[src/etfc_pkg.sv]
// package: register map, field layout, reset values and timing counts for the tx/flow control block
package etfc_pkg;
   // ------------------------------------------------------------
   // register byte offsets
   // ------------------------------------------------------------
   localparam logic [11:0] TX_CTRL_OFS = 12'h000;
   localparam logic [11:0] PAUSE_CTRL_OFS = 12'h004;
   localparam logic [11:0] AUTO_PAUSE_OFS = 12'h008;
   localparam logic [11:0] OFFLOAD_OFS = 12'h00c;
   localparam logic [11:0] STATUS_OFS = 12'h010;
   // ------------------------------------------------------------
   // field positions
   // ------------------------------------------------------------
   localparam int TX_ON_BIT = 0;
   localparam int STOP_TX_BIT = 1;
   localparam int FLUSH_BIT = 2;
   localparam int MAC_MAC_TRANSMIT_ENABLE_BIT = 3;
   localparam int PC_EN_BIT = 0;
   localparam int PC_FULLDUP_BIT = 1;
   localparam int PC_TIME_LSB = 16;
   localparam int AP_HI_LSB = 0;
   localparam int AP_LO_LSB = 8;
   localparam int AP_DUR_LSB = 16;
   localparam int AP_ANY_BIT = 24;
   localparam int AP_ADDR_BIT = 25;
   localparam int AP_MULT_BIT = 26;
   localparam int AP_BRD_BIT = 27;
   localparam int OFF_EN_BIT = 0;
   // ------------------------------------------------------------
   // reset values and constants
   // ------------------------------------------------------------
   localparam logic [31:0] TX_CTRL_RST = 32'h0000_0000;
   localparam logic [31:0] PAUSE_CTRL_RST = 32'h0000_0000;
   localparam logic [31:0] AUTO_PAUSE_RST = 32'h0000_0000;
   localparam logic [7:0] THR_ALL_ONES = 8'hff;
   localparam logic [7:0] THR_ALL_ZERO = 8'h00;
   localparam logic [47:0] PAUSE_DA = 48'h0180_c200_0001;
   // ------------------------------------------------------------
   // timing: slot time 512 bit times, ipg, clock period
   // ------------------------------------------------------------
   localparam int CLK_NS = 40;
   localparam int SLOT_BITS = 512;
   localparam int IPG10_PS = 9600000;
   localparam int IPG100_PS = 960000;
   // one bit time at 100 Mbps is 10 ns, at 10 Mbps 100 ns
   localparam int SLOT_CYC_100 = (SLOT_BITS * 10) / CLK_NS;
   localparam int SLOT_CYC_10 = (SLOT_BITS * 100) / CLK_NS;
   localparam int IPG_CYC_100 = (IPG100_PS + CLK_NS * 1000 - 1) / (CLK_NS * 1000);
   localparam int IPG_CYC_10 = (IPG10_PS + CLK_NS * 1000 - 1) / (CLK_NS * 1000);
   typedef enum logic [1:0]
   {
      ETFC_GNT_NONE = 2'b00,
      ETFC_GNT_HOLD = 2'b01
   } etfc_gnt_st_t;
endpackage : etfc_pkg

[src/etfc_arb_if.sv]
// interface: requests and grants between the top and the fifo arbiter
`timescale 1ns/10ps
interface etfc_arb_if;
   logic [3:0] req;
   logic [3:0] done;
   logic [3:0] gnt;
   modport ctl (output req, output done, input gnt);
   modport arb (input req, input done, output gnt);
endinterface : etfc_arb_if

[src/etfc_arb.sv]
// module: strict priority fifo access arbiter with grant hold
`timescale 1ns/10ps
module etfc_arb
   import etfc_pkg::*;
(
   input wire logic pclk,
   input wire logic presetn,
   etfc_arb_if.arb bus
);
   etfc_gnt_st_t st;
   logic [3:0] gnt_q;

   // lowest index has highest priority
   function automatic logic [3:0] etfc_pick(input logic [3:0] r);
      logic [3:0] g;
      g = 4'h0;
      if (r[0])
         g = 4'h1;
      else if (r[1])
         g = 4'h2;
      else if (r[2])
         g = 4'h4;
      else if (r[3])
         g = 4'h8;
      return g;
   endfunction : etfc_pick

   always_ff @(posedge pclk or negedge presetn)
   begin
      if (!presetn)
      begin
         st <= ETFC_GNT_NONE;
         gnt_q <= 4'h0;
      end
      else
      begin
         case (st)
            ETFC_GNT_NONE:
            begin
               if (|bus.req)
               begin
                  gnt_q <= etfc_pick(bus.req);
                  st <= ETFC_GNT_HOLD;
               end
            end
            ETFC_GNT_HOLD:
            begin
               // grant stays until its own transfer completes
               if (|(gnt_q & bus.done))
               begin
                  gnt_q <= 4'h0;
                  st <= ETFC_GNT_NONE;
               end
            end
            default:
            begin
               st <= ETFC_GNT_NONE;
               gnt_q <= 4'h0;
            end
         endcase
      end
   end
   assign bus.gnt = gnt_q;

   onehot_gnt_a: assert property (@(posedge pclk) disable iff (!presetn)
      $onehot0(bus.gnt)) else $error("more than one grant");
   prio_order_a: assert property (@(posedge pclk) disable iff (!presetn)
      (st == ETFC_GNT_NONE && bus.req[0]) |=> bus.gnt == 4'h1)
      else $error("bulk-out not granted first");
   grant_hold_a: assert property (@(posedge pclk) disable iff (!presetn)
      (|bus.gnt && !(|(bus.gnt & bus.done))) |=> bus.gnt == $past(bus.gnt))
      else $error("grant dropped early");
endmodule : etfc_arb

[src/etfc_top.sv]
// module: tx control, fifo flush, stop/start and flow control with apb registers
//
// The implementer's own choices: the register addresses and the APB interface to the registers.
`timescale 1ns/10ps
// What this block does
// - flush returns both tx fifo pointers to reset values.
// - flush bit clears itself when the flush finishes.
// - stop waits for current frame status, clears stop and on, pulses halt.
// - without flush, restart resumes from pending fifo data.
// - fifo grants go bulk-out, bulk-in, mac receive, mac transmit.
// - mac side requesters tolerate wait states using local buffering.
// - back-to-back minimum frames with 9.6 us / 0.96 us gap.
// - no pause or backpressure unless flow control enable set.
// - received pause blocks data frames for parameter times 512 bit times.
// - pause takes effect after current transmission; control frames passed on.
// - rx level at high threshold sends pause with programmed time.
// - rx level below low threshold sends pause time zero.
// - next pause only after level falls below low then rises past high.
// - half duplex jams only at start of new received frames after tx ends.
// - high threshold starts backpressure timer; qualifier bits select frames.
// - timer expiry accepts one frame; restart if level still above low.
// - level below low resets timer at once; off until high again.
// - low 0xff and high 0x00 means high threshold always exceeded.
module etfc_top
   import etfc_pkg::*;
#(
   parameter int FIFO_AW = 9,
   parameter int SLOT_CYC = SLOT_CYC_100,
   parameter int IPG_CYC = IPG_CYC_100
)
(
   input wire logic pclk,
   input wire logic presetn,
   input wire logic psel,
   input wire logic penable,
   input wire logic pwrite,
   input wire logic [11:0] paddr,
   input wire logic [31:0] pwdata,
   output logic [31:0] prdata,
   output logic pready,
   output logic pslverr,
   input wire logic first_segment_flag,
   input wire logic csum_request_bit,
   output logic csum_generate,
   input wire logic tx_fifo_wr,
   input wire logic tx_fifo_rd,
   output logic [FIFO_AW-1:0] tx_wr_ptr,
   output logic [FIFO_AW-1:0] tx_rd_ptr,
   output logic tx_data_pending,
   input wire logic tx_busy,
   input wire logic tx_status_valid,
   output logic tx_frame_start_ok,
   output logic transmitter_halted_pulse,
   input wire logic [3:0] fifo_req,
   input wire logic [3:0] fifo_done,
   output logic [3:0] fifo_gnt,
   input wire logic pause_rx_valid,
   input wire logic [15:0] pause_rx_time,
   output logic pause_active,
   input wire logic [7:0] rx_level,
   output logic pause_tx_req,
   output logic [15:0] pause_tx_time,
   input wire logic pause_tx_done,
   input wire logic rx_frame_start,
   input wire logic rx_frame_end,
   input wire logic rx_addr_match,
   input wire logic rx_multicast,
   input wire logic rx_broadcast,
   output logic jam_out
);
   logic [31:0] tx_ctrl;
   logic [31:0] pause_ctrl;
   logic [31:0] auto_pause;
   logic tx_ctrl_offload;
   logic wr_en;
   logic rd_en;
   logic tx_fifo_nonempty;
   logic stop_wait;
   logic [31:0] slot_cnt;
   logic [15:0] pause_quanta;
   logic pending_pause_valid;
   logic [15:0] pending_pause;
   logic [7:0] hi_thr;
   logic [7:0] lo_thr;
   logic fc_en;
   logic full_dup;
   logic hi_reached;
   logic below_lo;
   logic armed;
   logic [7:0] bp_timer;
   logic bp_on;
   logic accept_one;
   logic qual_hit;
   logic [15:0] ipg_cnt;
   etfc_arb_if arb_bus ();

   // ------------------------------------------------------------
   // apb slave: zero wait states, unmapped addresses read zero and error
   // ------------------------------------------------------------
   function automatic logic etfc_mapped(input logic [11:0] a);
      return a == TX_CTRL_OFS || a == PAUSE_CTRL_OFS || a == AUTO_PAUSE_OFS
         || a == OFFLOAD_OFS || a == STATUS_OFS;
   endfunction : etfc_mapped

   assign pready = 1'b1;
   assign pslverr = psel && penable && !etfc_mapped(paddr);
   assign wr_en = psel && penable && pwrite;
   assign rd_en = psel && !penable && !pwrite;

   always_ff @(posedge pclk or negedge presetn)
   begin
      if (!presetn)
         prdata <= 32'h0000_0000;
      else if (rd_en)
      begin
         case (paddr)
            TX_CTRL_OFS: prdata <= tx_ctrl;
            PAUSE_CTRL_OFS: prdata <= pause_ctrl;
            AUTO_PAUSE_OFS: prdata <= auto_pause;
            OFFLOAD_OFS: prdata <= {31'h0, tx_ctrl_offload};
            STATUS_OFS: prdata <= {27'h0, jam_out, bp_on, pause_active,
               stop_wait, tx_fifo_nonempty};
            default: prdata <= 32'h0000_0000;
         endcase
      end
   end

   always_ff @(posedge pclk or negedge presetn)
   begin
      if (!presetn)
      begin
         pause_ctrl <= PAUSE_CTRL_RST;
         auto_pause <= AUTO_PAUSE_RST;
         tx_ctrl_offload <= 1'b0;
      end
      else if (wr_en)
      begin
         if (paddr == PAUSE_CTRL_OFS)
            pause_ctrl <= pwdata;
         if (paddr == AUTO_PAUSE_OFS)
            auto_pause <= pwdata;
         if (paddr == OFFLOAD_OFS)
            tx_ctrl_offload <= pwdata[OFF_EN_BIT];
      end
   end

   // ------------------------------------------------------------
   // transmit control: stop, restart, flush
   // ------------------------------------------------------------
   // the status return clears stop and on; a software write in the same
   // cycle is lost for those two bits, flush completes in one cycle
   always_ff @(posedge pclk or negedge presetn)
   begin
      if (!presetn)
         tx_ctrl <= TX_CTRL_RST;
      else
      begin
         if (wr_en && paddr == TX_CTRL_OFS)
            tx_ctrl <= {28'h0, pwdata[3:0]};
         if (tx_ctrl[FLUSH_BIT])
            tx_ctrl[FLUSH_BIT] <= 1'b0;
         if (stop_wait && tx_status_valid)
         begin
            tx_ctrl[STOP_TX_BIT] <= 1'b0;
            tx_ctrl[TX_ON_BIT] <= 1'b0;
         end
      end
   end

   // the stop stays pending until the status of the frame on the wire returns
   assign stop_wait = tx_ctrl[STOP_TX_BIT];

   always_ff @(posedge pclk or negedge presetn)
   begin
      if (!presetn)
         transmitter_halted_pulse <= 1'b0;
      else
         transmitter_halted_pulse <= stop_wait && tx_status_valid;
   end

   always_ff @(posedge pclk or negedge presetn)
   begin
      if (!presetn)
      begin
         tx_wr_ptr <= '0;
         tx_rd_ptr <= '0;
      end
      else if (tx_ctrl[FLUSH_BIT])
      begin
         tx_wr_ptr <= '0;
         tx_rd_ptr <= '0;
      end
      else
      begin
         if (tx_fifo_wr)
            tx_wr_ptr <= tx_wr_ptr + 1'b1;
         if (tx_fifo_rd && tx_fifo_nonempty)
            tx_rd_ptr <= tx_rd_ptr + 1'b1;
      end
   end
   assign tx_fifo_nonempty = tx_wr_ptr != tx_rd_ptr;
   // pointers survive a stop, so restart resumes on what is left
   assign tx_data_pending = tx_fifo_nonempty;

   // checksum gate
   assign csum_generate = first_segment_flag && csum_request_bit && tx_ctrl_offload;

   // ------------------------------------------------------------
   // fifo arbitration
   // ------------------------------------------------------------
   assign arb_bus.req = fifo_req;
   assign arb_bus.done = fifo_done;
   assign fifo_gnt = arb_bus.gnt;
   etfc_arb u_arb (.pclk(pclk), .presetn(presetn), .bus(arb_bus));

   // ------------------------------------------------------------
   // full duplex pause reception and generation
   // ------------------------------------------------------------
   assign fc_en = pause_ctrl[PC_EN_BIT];
   assign full_dup = pause_ctrl[PC_FULLDUP_BIT];
   assign hi_thr = auto_pause[AP_HI_LSB +: 8];
   assign lo_thr = auto_pause[AP_LO_LSB +: 8];
   assign hi_reached = (lo_thr == THR_ALL_ONES && hi_thr == THR_ALL_ZERO)
      || rx_level >= hi_thr;
   assign below_lo = !(lo_thr == THR_ALL_ONES && hi_thr == THR_ALL_ZERO)
      && rx_level < lo_thr;

   // the pause is latched while a frame is on the wire and loaded after it
   always_ff @(posedge pclk or negedge presetn)
   begin
      if (!presetn)
      begin
         pending_pause_valid <= 1'b0;
         pending_pause <= 16'h0000;
         pause_quanta <= 16'h0000;
         slot_cnt <= '0;
      end
      else
      begin
         if (pause_rx_valid && fc_en)
         begin
            pending_pause_valid <= 1'b1;
            pending_pause <= pause_rx_time;
         end
         else if (pending_pause_valid && !tx_busy)
         begin
            pending_pause_valid <= 1'b0;
            pause_quanta <= pending_pause;
            slot_cnt <= '0;
         end
         else if (pause_quanta != 16'h0000)
         begin
            if (slot_cnt == 32'(SLOT_CYC - 1))
            begin
               slot_cnt <= '0;
               pause_quanta <= pause_quanta - 16'h0001;
            end
            else
               slot_cnt <= slot_cnt + 32'd1;
         end
      end
   end
   assign pause_active = pause_quanta != 16'h0000;

   // armed means a below-low crossing has been seen since the last pause-on
   always_ff @(posedge pclk or negedge presetn)
   begin
      if (!presetn)
      begin
         armed <= 1'b1;
         pause_tx_req <= 1'b0;
         pause_tx_time <= 16'h0000;
      end
      else if (pause_tx_req)
      begin
         if (pause_tx_done)
            pause_tx_req <= 1'b0;
      end
      else if (fc_en && full_dup)
      begin
         if (armed && hi_reached)
         begin
            armed <= 1'b0;
            pause_tx_req <= 1'b1;
            pause_tx_time <= pause_ctrl[PC_TIME_LSB +: 16];
         end
         else if (!armed && below_lo)
         begin
            armed <= 1'b1;
            pause_tx_req <= 1'b1;
            pause_tx_time <= 16'h0000;
         end
      end
   end

   // ------------------------------------------------------------
   // half duplex backpressure
   // ------------------------------------------------------------
   assign qual_hit = auto_pause[AP_ANY_BIT]
      || (auto_pause[AP_ADDR_BIT] && rx_addr_match)
      || (auto_pause[AP_MULT_BIT] && rx_multicast)
      || (auto_pause[AP_BRD_BIT] && rx_broadcast);

   always_ff @(posedge pclk or negedge presetn)
   begin
      if (!presetn)
      begin
         bp_on <= 1'b0;
         bp_timer <= 8'h00;
         accept_one <= 1'b0;
      end
      else if (!fc_en || full_dup || below_lo)
      begin
         bp_on <= 1'b0;
         bp_timer <= 8'h00;
         accept_one <= 1'b0;
      end
      else if (accept_one)
      begin
         if (rx_frame_end)
         begin
            // not below low here, so the timer runs again
            accept_one <= 1'b0;
            bp_on <= 1'b1;
            bp_timer <= 8'h00;
         end
      end
      else if (bp_on)
      begin
         if (bp_timer == auto_pause[AP_DUR_LSB +: 8])
         begin
            bp_on <= 1'b0;
            accept_one <= 1'b1;
         end
         else
            bp_timer <= bp_timer + 8'h01;
      end
      else if (hi_reached)
         bp_on <= 1'b1;
   end

   // jam starts only with a new frame and after our own frame ends
   always_ff @(posedge pclk or negedge presetn)
   begin
      if (!presetn)
         jam_out <= 1'b0;
      else if (!bp_on || !fc_en || full_dup)
         jam_out <= 1'b0;
      else if (rx_frame_start && !tx_busy && qual_hit)
         jam_out <= 1'b1;
      else if (rx_frame_end)
         jam_out <= 1'b0;
   end

   // ------------------------------------------------------------
   // interpacket gap and frame start permission
   // ------------------------------------------------------------
   always_ff @(posedge pclk or negedge presetn)
   begin
      if (!presetn)
         ipg_cnt <= 16'h0000;
      else if (tx_busy)
         ipg_cnt <= 16'(IPG_CYC);
      else if (ipg_cnt != 16'h0000)
         ipg_cnt <= ipg_cnt - 16'h0001;
   end
   assign tx_frame_start_ok = tx_ctrl[TX_ON_BIT] && tx_ctrl[MAC_MAC_TRANSMIT_ENABLE_BIT]
      && !tx_ctrl[STOP_TX_BIT] && !pause_active && !pending_pause_valid
      && ipg_cnt == 16'h0000 && tx_fifo_nonempty;

   // ------------------------------------------------------------
   // checks
   // ------------------------------------------------------------
   csum_gate_a: assert property (@(posedge pclk) disable iff (!presetn)
      csum_generate |-> first_segment_flag && csum_request_bit && tx_ctrl_offload)
      else $error("checksum without enables");
   flush_ptr_a: assert property (@(posedge pclk) disable iff (!presetn)
      tx_ctrl[FLUSH_BIT] |=> tx_wr_ptr == '0 && tx_rd_ptr == '0)
      else $error("flush left pointers");
   flush_clear_a: assert property (@(posedge pclk) disable iff (!presetn)
      tx_ctrl[FLUSH_BIT] |=> !tx_ctrl[FLUSH_BIT] || $past(wr_en))
      else $error("flush bit stuck");
   stop_done_a: assert property (@(posedge pclk) disable iff (!presetn)
      (stop_wait && tx_status_valid) |=> transmitter_halted_pulse
      && !tx_ctrl[TX_ON_BIT] ##1 !transmitter_halted_pulse)
      else $error("stop not completed");
   fc_gate_a: assert property (@(posedge pclk) disable iff (!presetn)
      !fc_en |=> !bp_on && !jam_out) else $error("backpressure while disabled");
   pause_block_a: assert property (@(posedge pclk) disable iff (!presetn)
      pause_active |-> !tx_frame_start_ok) else $error("start during pause");
   pause_wait_a: assert property (@(posedge pclk) disable iff (!presetn)
      (pending_pause_valid && tx_busy && !pause_rx_valid) |=> pending_pause_valid)
      else $error("pause took effect mid frame");
   pause_zero_a: assert property (@(posedge pclk) disable iff (!presetn)
      ($rose(pause_tx_req) && armed) |-> pause_tx_time == 16'h0000)
      else $error("resume pause not zero");
   low_reset_a: assert property (@(posedge pclk) disable iff (!presetn)
      (fc_en && below_lo) |=> bp_timer == 8'h00 && !bp_on)
      else $error("timer not reset below low");
   ipg_gap_a: assert property (@(posedge pclk) disable iff (!presetn)
      $fell(tx_busy) |-> !tx_frame_start_ok) else $error("gap skipped");
   stop_seen_c: cover property (@(posedge pclk) transmitter_halted_pulse);
   pause_sent_c: cover property (@(posedge pclk) pause_tx_req && pause_tx_done);
   jam_seen_c: cover property (@(posedge pclk) $rose(jam_out));
   accept_c: cover property (@(posedge pclk) $rose(accept_one));
endmodule : etfc_top

[config.mk]
export PLATFORM = sky130hd
export DESIGN_NAME = etfc_top
export DESIGN_NICKNAME = d
export VERILOG_FILES = /design/src/etfc_pkg.sv /design/src/etfc_arb_if.sv /design/src/etfc_arb.sv /design/src/etfc_top.sv
export SDC_FILE = /design/constraint.sdc
export NUM_CORES = 1
export LEC_CHECK = 0
export BUFFER_PORTS_ARGS = -buffer_cell sky130_fd_sc_hd__buf_4
export CAP_MARGIN = 20
export CORE_UTILIZATION = 45
export CTS_BUF_LIST = sky130_fd_sc_hd__clkbuf_8 sky130_fd_sc_hd__clkbuf_16
export DETAILED_ROUTE_END_ITERATION = 12
export PLACE_DENSITY = 0.65
export SYNTH_ARGS = -nofsm -noshare
export SYNTH_HDL_FRONTEND = slang
export SYNTH_SLANG_ARGS = --single-unit
[constraint.sdc]
create_clock -name pclk -period 2.8 [get_ports pclk]
set_input_delay 0.42 -clock pclk [delete_from_list [all_inputs] [get_ports pclk]]
set_output_delay 0.42 -clock pclk [all_outputs]
set_load 0.01 [all_outputs]
==> impl_metrics.py, run 1 <==
metrics = {
    "clock_network": {
        "cts_tree": "yes",
        "clockRootBuffer": "clkbuf_16",
        "clock_latency_ns": 0.53,
        "clockBufferDepth": 3,
        "path_clk_slew_ns": 0.06,
        "cts_buffers": 25,
        "cts.sink_count": 235,
        "h-tree-depth": 1,
    },
    "cells_and_area": {
        "diodes": 0,
        "fill_cells": 2184,
        "area_growth_pct": 23.4,
        "seq_area_um2": 5880,
        "nets": 1433,
        "multi_input_area_um2": 5360,
        "final_area_um2": 14200,
        "drive_gt1_share_pct": 26.3,
    },
    "sta": {
        "max_freq_mhz": 344,
        "worst_pin_slew_ns": 0.777,
        "hold_viol_final": 0,
        "finalSetupViolCount": 1,
        "worst_slack_ns": -0.110,
        "fin_skew_ns": 0.0149,
        "holdWs_ns": 0.0733,
        "post-route-min-period_ns": 2.91,
        "slew_headroom_pct": 48.0,
        "fin_crit_sh_pct": 104,
        "grt_setup_unrepaired": "true",
        "maxSlewViolCount": 0,
    },
    "placement": {
        "dpl-instance-area_um2": 13300,
        "place_hpwl_um": 20500,
        "port_buffers": 171,
        "gp_congestion": 0.857,
    },
    "drt": {
        "vias": 9354,
        "drt_iter0_markers": 615,
        "wire_per_inst_um": 17.9,
        "drt_wl_total_um": 29800,
        "via_per_inst": 5.61,
        "drt-pass1-iter-count": 5,
        "drt-met1-wl_um": 13400,
        "wl_met2_um": 14400,
        "top_layer": "met4",
        "post-route-drc-count": 0,
        "met3_wirelength_um": 1410,
        "ant_nets": 0,
    },
    "power": {
        "leakage_uw": 0.00658,
        "power.density_nw_per_um2": 566,
        "peakVddDrop_mv": 0.370,
    },
    "flow_run": {
        "drv_cap": 0,
    },
    "synth": {
        "avgSynthCellArea_um2": 10.1,
        "yosysSeqAreaShare_pct": 51.1,
        "yosys.area.top_type": "dfrtp_1",
        "synthCells": 1145,
        "yosysMostFrequentCell": "dfrtp_1",
        "yosysUniqueCellTypes": 66,
        "synth_seq_cells": 235,
        "synth_top_cell_area_share_pct": 50.8,
        "synthesis.area_um2": 11500,
        "syn-num-nets": 1260,
        "synth_common_cells": "234 x dfrtp_1, 120 x nand2_1, 94 x o21ai_0",
        "async_reset_ff_share_pct": 100,
        "synthTopCellsByArea": "dfrtp_1 51%, mux2_2 6.7%, o21ai_0 4.1%, nand2_1 3.9%, xor2_1 3.1%",
        "synth_edf_count": 0,
        "synth_ff_type": "dfrtp_1",
        "yosys_warnings": 0,
    },
    "run_status": {
        "status": "complete, but fails checks",
        "violations": "setup timing",
    },
    "critical_path": {
        "worstPathArrival_ns": 2.49,
        "crit_path_start": "ipg_cnt[9]",
        "r2r_slack_ns": 0.18,
        "r2r_end": "slot_cnt[24]",
        "crit_path_start_kind": "flop",
        "endpoint_kind": "output port",
        "reg2reg_depth": 10,
        "critPathMaxFanout": 2,
        "rr_startpoint": "pause_quanta[1]",
        "worstPathRequired_ns": 2.38,
        "crit_type": "flop to output port",
    },
    "min_path": {
        "holdPathStages": 2,
        "worstHoldPathType": "input port to flop",
        "hold_start": "pause_tx_done",
        "hold_end": "pause_tx_req",
    },
    "grt": {
        "grt_usage_pct": 23.1,
        "grt_pass1_wl_um": 48800,
        "grt_max_degree": 83,
        "grt_pass1_vias": 9191,
        "antenna_found_initial": 0,
        "gr-total-overflow": 0,
    },
    "floorplanning": {
        "core_area_um2": 25200,
        "ioPinCount": 173,
        "start_util_pct": 45.8,
        "die_h_um": 162,
        "placementRows": 58,
        "dieArea_um2": 26200,
        "dieWidth_um": 162,
    },
}
-- layout make-up --
cell class | count | area share, %
multi-input cells | 816 | 37.7
well taps | 330 | 2.90
repair buffers | 209 | 11.9
clock buffers | 30 | 4.88
flip-flops and latches | 235 | 41.4
inverters | 31 | 0.818
clock inverters | 16 | 0.493
-- logic make-up (layout without fill, tap and decap cells) --
| logic type | after synthesis | after routing | synth area share [%] |
|---|---|---|---|
| and+or+nand+nor | 412 | 412 | 17.8 |
| xor gates and xnor gates | 55 | 55 | 4.18 |
| adders and majority gates | 21 | 21 | 2.28 |
| buffers and inverters | 94 | 286 | 3.44 |
| muxes | 75 | 75 | 7.37 |
| DFF | 235 | 235 | 51.1 |
| other | 1 | 1 | 0.0325 |
| AOI/OAI and AO/OA | 252 | 252 | 13.8 |
-- metal layers --
layer / vias up / track usage, %
met5: - / 0
met4: 0 / 6.05
met3: 47 / 3.37
met2: 223 / 37.6
met1: 4622 / 32.4
li1: 4462 / -
-- where the power goes --
group / switching (uW) / internal, uW
Sequential: 289 / 3580
Clock: 1350 / 1750
Combinational: 542 / 532
-- worst max-delay path, cell delays in order (launching register included) --
cell and delay, ns:
dfrtp_1 0.39, or4_4 0.54, or4_4 0.43, or3_4 0.36, nor3_4 0.14, buf_6 0.12
-- state kept, by name, summed over array words and instances, names as in the netlist, 4 cells and up --
name           flops
auto_pause        32
pause_ctrl        32
prdata            32
slot_cnt          32
ipg_cnt           16
pause_quanta      16
pause_tx_time     16
pending_pause     16
tx_rd_ptr          9
tx_wr_ptr          9
bp_timer           8
tx_ctrl            4
u_arb.bus.gnt      4
-- how the worst max path moves through the flow --
| stage | endpoint | depth (start not counted) |
|---|---|---|
| floorplan | tx_frame_start_ok | 6 |
| global placement | slot_cnt[24] | 9 |
| detailed placement | slot_cnt[24] | 9 |
| CTS | tx_frame_start_ok | 5 |
| global route | tx_frame_start_ok | 5 |
| finish | tx_frame_start_ok | 5 |
-- cells in the final DEF (no fill, tap or decap), types with 4 or more instances in the layout --
cell,netlist,final
xor2_1,41,41
or2_2,6,4
a21oi_1,46,45
inv_1,31,40
o21ai_0,94,94
xnor2_1,14,14
nor2b_1,7,5
or4_4,1,4
or3_1,17,16
o31ai_1,10,10
clkbuf_8,0,5
clkinv_2,0,4
mux2i_1,5,5
a21oi_2,4,5
nand3b_1,6,6
a22oi_1,35,35
and2_1,7,7
buf_12,0,7
nor4_1,20,19
mux2_2,69,69
ha_1,21,20
and3_1,27,27
clkbuf_16,0,25
buf_6,4,5
a31oi_1,7,7
dfrtp_1,234,234
nor3_1,42,40
a21o_1,4,4
nand4_1,25,25
nand2_1,120,119
buf_4,1,195
a211o_1,19,19
nand3_1,24,24
o22ai_1,4,4
nand2b_1,8,8
nor2_1,82,81
-- timing repair --
action,CTS,global route
setup buffers,4,2
setup endpoints to repair,2,46
hold buffers,1,0
gates resized for setup,10,15
hold endpoints to repair,77,0
pin swaps,3,3
-- metrics by stage --
| step | total power (uW) | setup WS [ns] | TNS, ns | std cells | utilization [%] |
|---|---|---|---|---|---|
| 6_report | 8050 | -0.110 | -0.110 | 1667 | 56.5 |
| 5_1_grt | 8400 | -0.199 | -0.199 | 1667 | 56.5 |
| 4_1_cts | 8120 | -0.123 | -0.123 | 1665 | 56.1 |
| 3_5_place_dp | 5000 | 0.137 | 0 | 1614 | 52.8 |
| 3_3_place_gp | 4970 | 0.204 | 0 | 1614 | 52.8 |
| 2_1_floorplan | 4450 | 0.0850 | 0 | 1145 | - |
Note: power is estimated with default switching activity, not from simulation.
==> inputs of run 2 (changes only) <==
--- a/config.mk
+++ b/config.mk
@@ -8,8 +8,8 @@
 export BUFFER_PORTS_ARGS = -buffer_cell sky130_fd_sc_hd__buf_4
 export CAP_MARGIN = 20
 export CORE_UTILIZATION = 45
-export CTS_BUF_LIST = sky130_fd_sc_hd__clkbuf_8 sky130_fd_sc_hd__clkbuf_16
 export DETAILED_ROUTE_END_ITERATION = 12
+export GPL_ROUTABILITY_DRIVEN = 0
 export PLACE_DENSITY = 0.65
 export SYNTH_ARGS = -nofsm -noshare
 export SYNTH_HDL_FRONTEND = slang
==> run 2 against run 1 <==
  * The flow still finishes with violations (setup timing)
  * Clock-buffer cell count increased by 11
  * First-iteration DRC count down 2.3%
  * Cell count stayed put
  * Clock skew hardly changed
  * Non-clock buffer count stayed put
  * Global-route usage unchanged
  * Sequential share of layout area unchanged
  * Via count is 0.22% lower
  * Critical endpoint unchanged
==> impl_metrics.py, run 2 (synthesis gave the netlist of run 1 again) <==
metrics = {
    "power": {
        "peakVddDrop_mv": 0.370,
        "power_uw": 8090,
        "leakage_uw": 0.00653,
        "power.density_nw_per_um2": 569,
    },
    "floorplanning": {
        "dieWidth_um": 162,
        "placementRows": 58,
        "dieArea_um2": 26200,
        "core_area_um2": 25200,
        "ioPinCount": 173,
        "start_util_pct": 45.8,
        "die_h_um": 162,
    },
    "critical_path": {
        "crit_path_start_kind": "flop",
        "crit_path_start": "ipg_cnt[9]",
        "rr_startpoint": "pause_quanta[1]",
        "crit_type": "flop to output port",
        "critPathMaxFanout": 2,
        "endpoint_kind": "output port",
        "worstPathRequired_ns": 2.38,
        "worstPathArrival_ns": 2.49,
    },
    "clock_network": {
        "h-tree-depth": 1,
        "clockRootBuffer": "clkbuf_16",
        "cts_tree": "yes",
        "path_clk_slew_ns": 0.06,
        "clockBufferDepth": 3,
        "cts.sink_count": 235,
        "cts_buffers": 25,
        "clock_latency_ns": 0.53,
    },
    "cells_and_area": {
        "mostFrequentLayoutCells": "234 x dfrtp_1, 195 x buf_4, 119 x nand2_1, 94 x o21ai_0, 81 x nor2_1",
        "nets": 1433,
        "final_area_um2": 14200,
        "drive_gt1_share_pct": 26.3,
        "layout_commonest_cell": "dfrtp_1",
        "diodes": 0,
        "area_growth_pct": 23.4,
    },
    "sta": {
        "finalSetupTns_ns": -0.110,
        "maxSlewViolCount": 0,
        "worst_slack_ns": -0.110,
        "hold_viol_final": 0,
        "grt_setup_unrepaired": "true",
        "post-route-min-period_ns": 2.91,
        "fin_skew_ns": 0.0153,
        "finalSetupViolCount": 1,
        "worst_pin_slew_ns": 0.777,
        "slew_headroom_pct": 48.0,
        "fin_crit_sh_pct": 104,
        "max_freq_mhz": 344,
    },
    "drt": {
        "drt_wl_total_um": 29800,
        "post-route-drc-count": 0,
        "drt_iter0_markers": 601,
        "ant_nets": 0,
        "vias": 9333,
        "drt-pass1-iter-count": 4,
        "via_per_inst": 5.60,
        "wire_per_inst_um": 17.9,
    },
    "flow_run": {
        "drv_cap": 0,
    },
    "grt": {
        "gr-total-overflow": 0,
        "grt_usage_pct": 23.1,
        "grt_pass1_wl_um": 48800,
        "grt_pass1_vias": 9191,
        "grt_max_degree": 83,
        "antenna_found_initial": 0,
    },
    "run_status": {
        "violations": "setup timing",
        "status": "complete, but fails checks",
    },
    "min_path": {
        "worstHoldPathType": "input port to flop",
        "hold_start": "pause_tx_done",
    },
    "placement": {
        "dpl-instance-area_um2": 13300,
        "port_buffers": 171,
        "place_hpwl_um": 20500,
    },
}
-- run 2: cell types whose count changed in the layout (fill, tap and decap cells not counted) --
cell      change
inv_1        -11
clkbuf_1     +11
-- run 2: cell type report --
| class | count | area (um2) |
|---|---|---|
| Fill cell | 2184 | 11000 |
| Sequential cell | 235 | 5880 |
| Multi-Input combinational cell | 816 | 5360 |
| Timing Repair Buffer | 209 | 1690 |
| Clock buffer | 41 | 736 |
| Tap cell | 330 | 413 |
| Inverter | 31 | 116 |
| Clock inverter | 5 | 28.8 |
-- run 2: routing by layer --
layer	wire [um]	vias to the layer above	track usage [%]
met5	0	-	0
met1	13500	4603	32.4
met3	1360	47	3.37
met2	14300	220	37.6
met4	621	0	6.05
li1	-	4463	-
-- run 2: repair_timing --
action,4_1_cts,5_1_grt
hold buffers,1,0
endpoints found under the hold margin,77,0
buffers inserted,4,2
resized for setup,10,15
pin swaps,3,3
endpoints found under the setup margin,2,46
-- run 2: worst paths after layout --
path	end	slack [ns]	cells after the start
worst max register to register	slot_cnt[24]	0.17	10
worst min register to register	prdata[2]	0.48	2
worst min-delay path	pause_tx_req	0.07	2
max in group asynchronous	armed	1.53	3
min in group asynchronous	tx_wr_ptr[6]	0.49	2
worst max-delay path	tx_frame_start_ok	-0.11	5
-- run 2: through the flow --
stage	instances	util (%)	hold WS (ns)	setup slack (ns)
after floorplan	1145	-	0.124	0.0850
after global placement	1614	52.8	0.464	0.204
after detailed placement	1614	52.8	0.470	0.137
after CTS	1665	56.1	0.0509	-0.123
after global routing	1667	56.5	0.0688	-0.199
final	1667	56.5	0.0726	-0.110
-- run 2: report_power, final --
| group | switching, uW | internal [uW] |
|---|---|---|
| Sequential | 290 | 3580 |
| Combinational | 542 | 532 |
| Clock | 1360 | 1790 |
-- run 2: critical path, stage by stage, from the launching register on --
cell and delay [ns]:
dfrtp_1 0.39, or4_4 0.54, or4_4 0.43, or3_4 0.36
nor3_4 0.14, buf_6 0.12
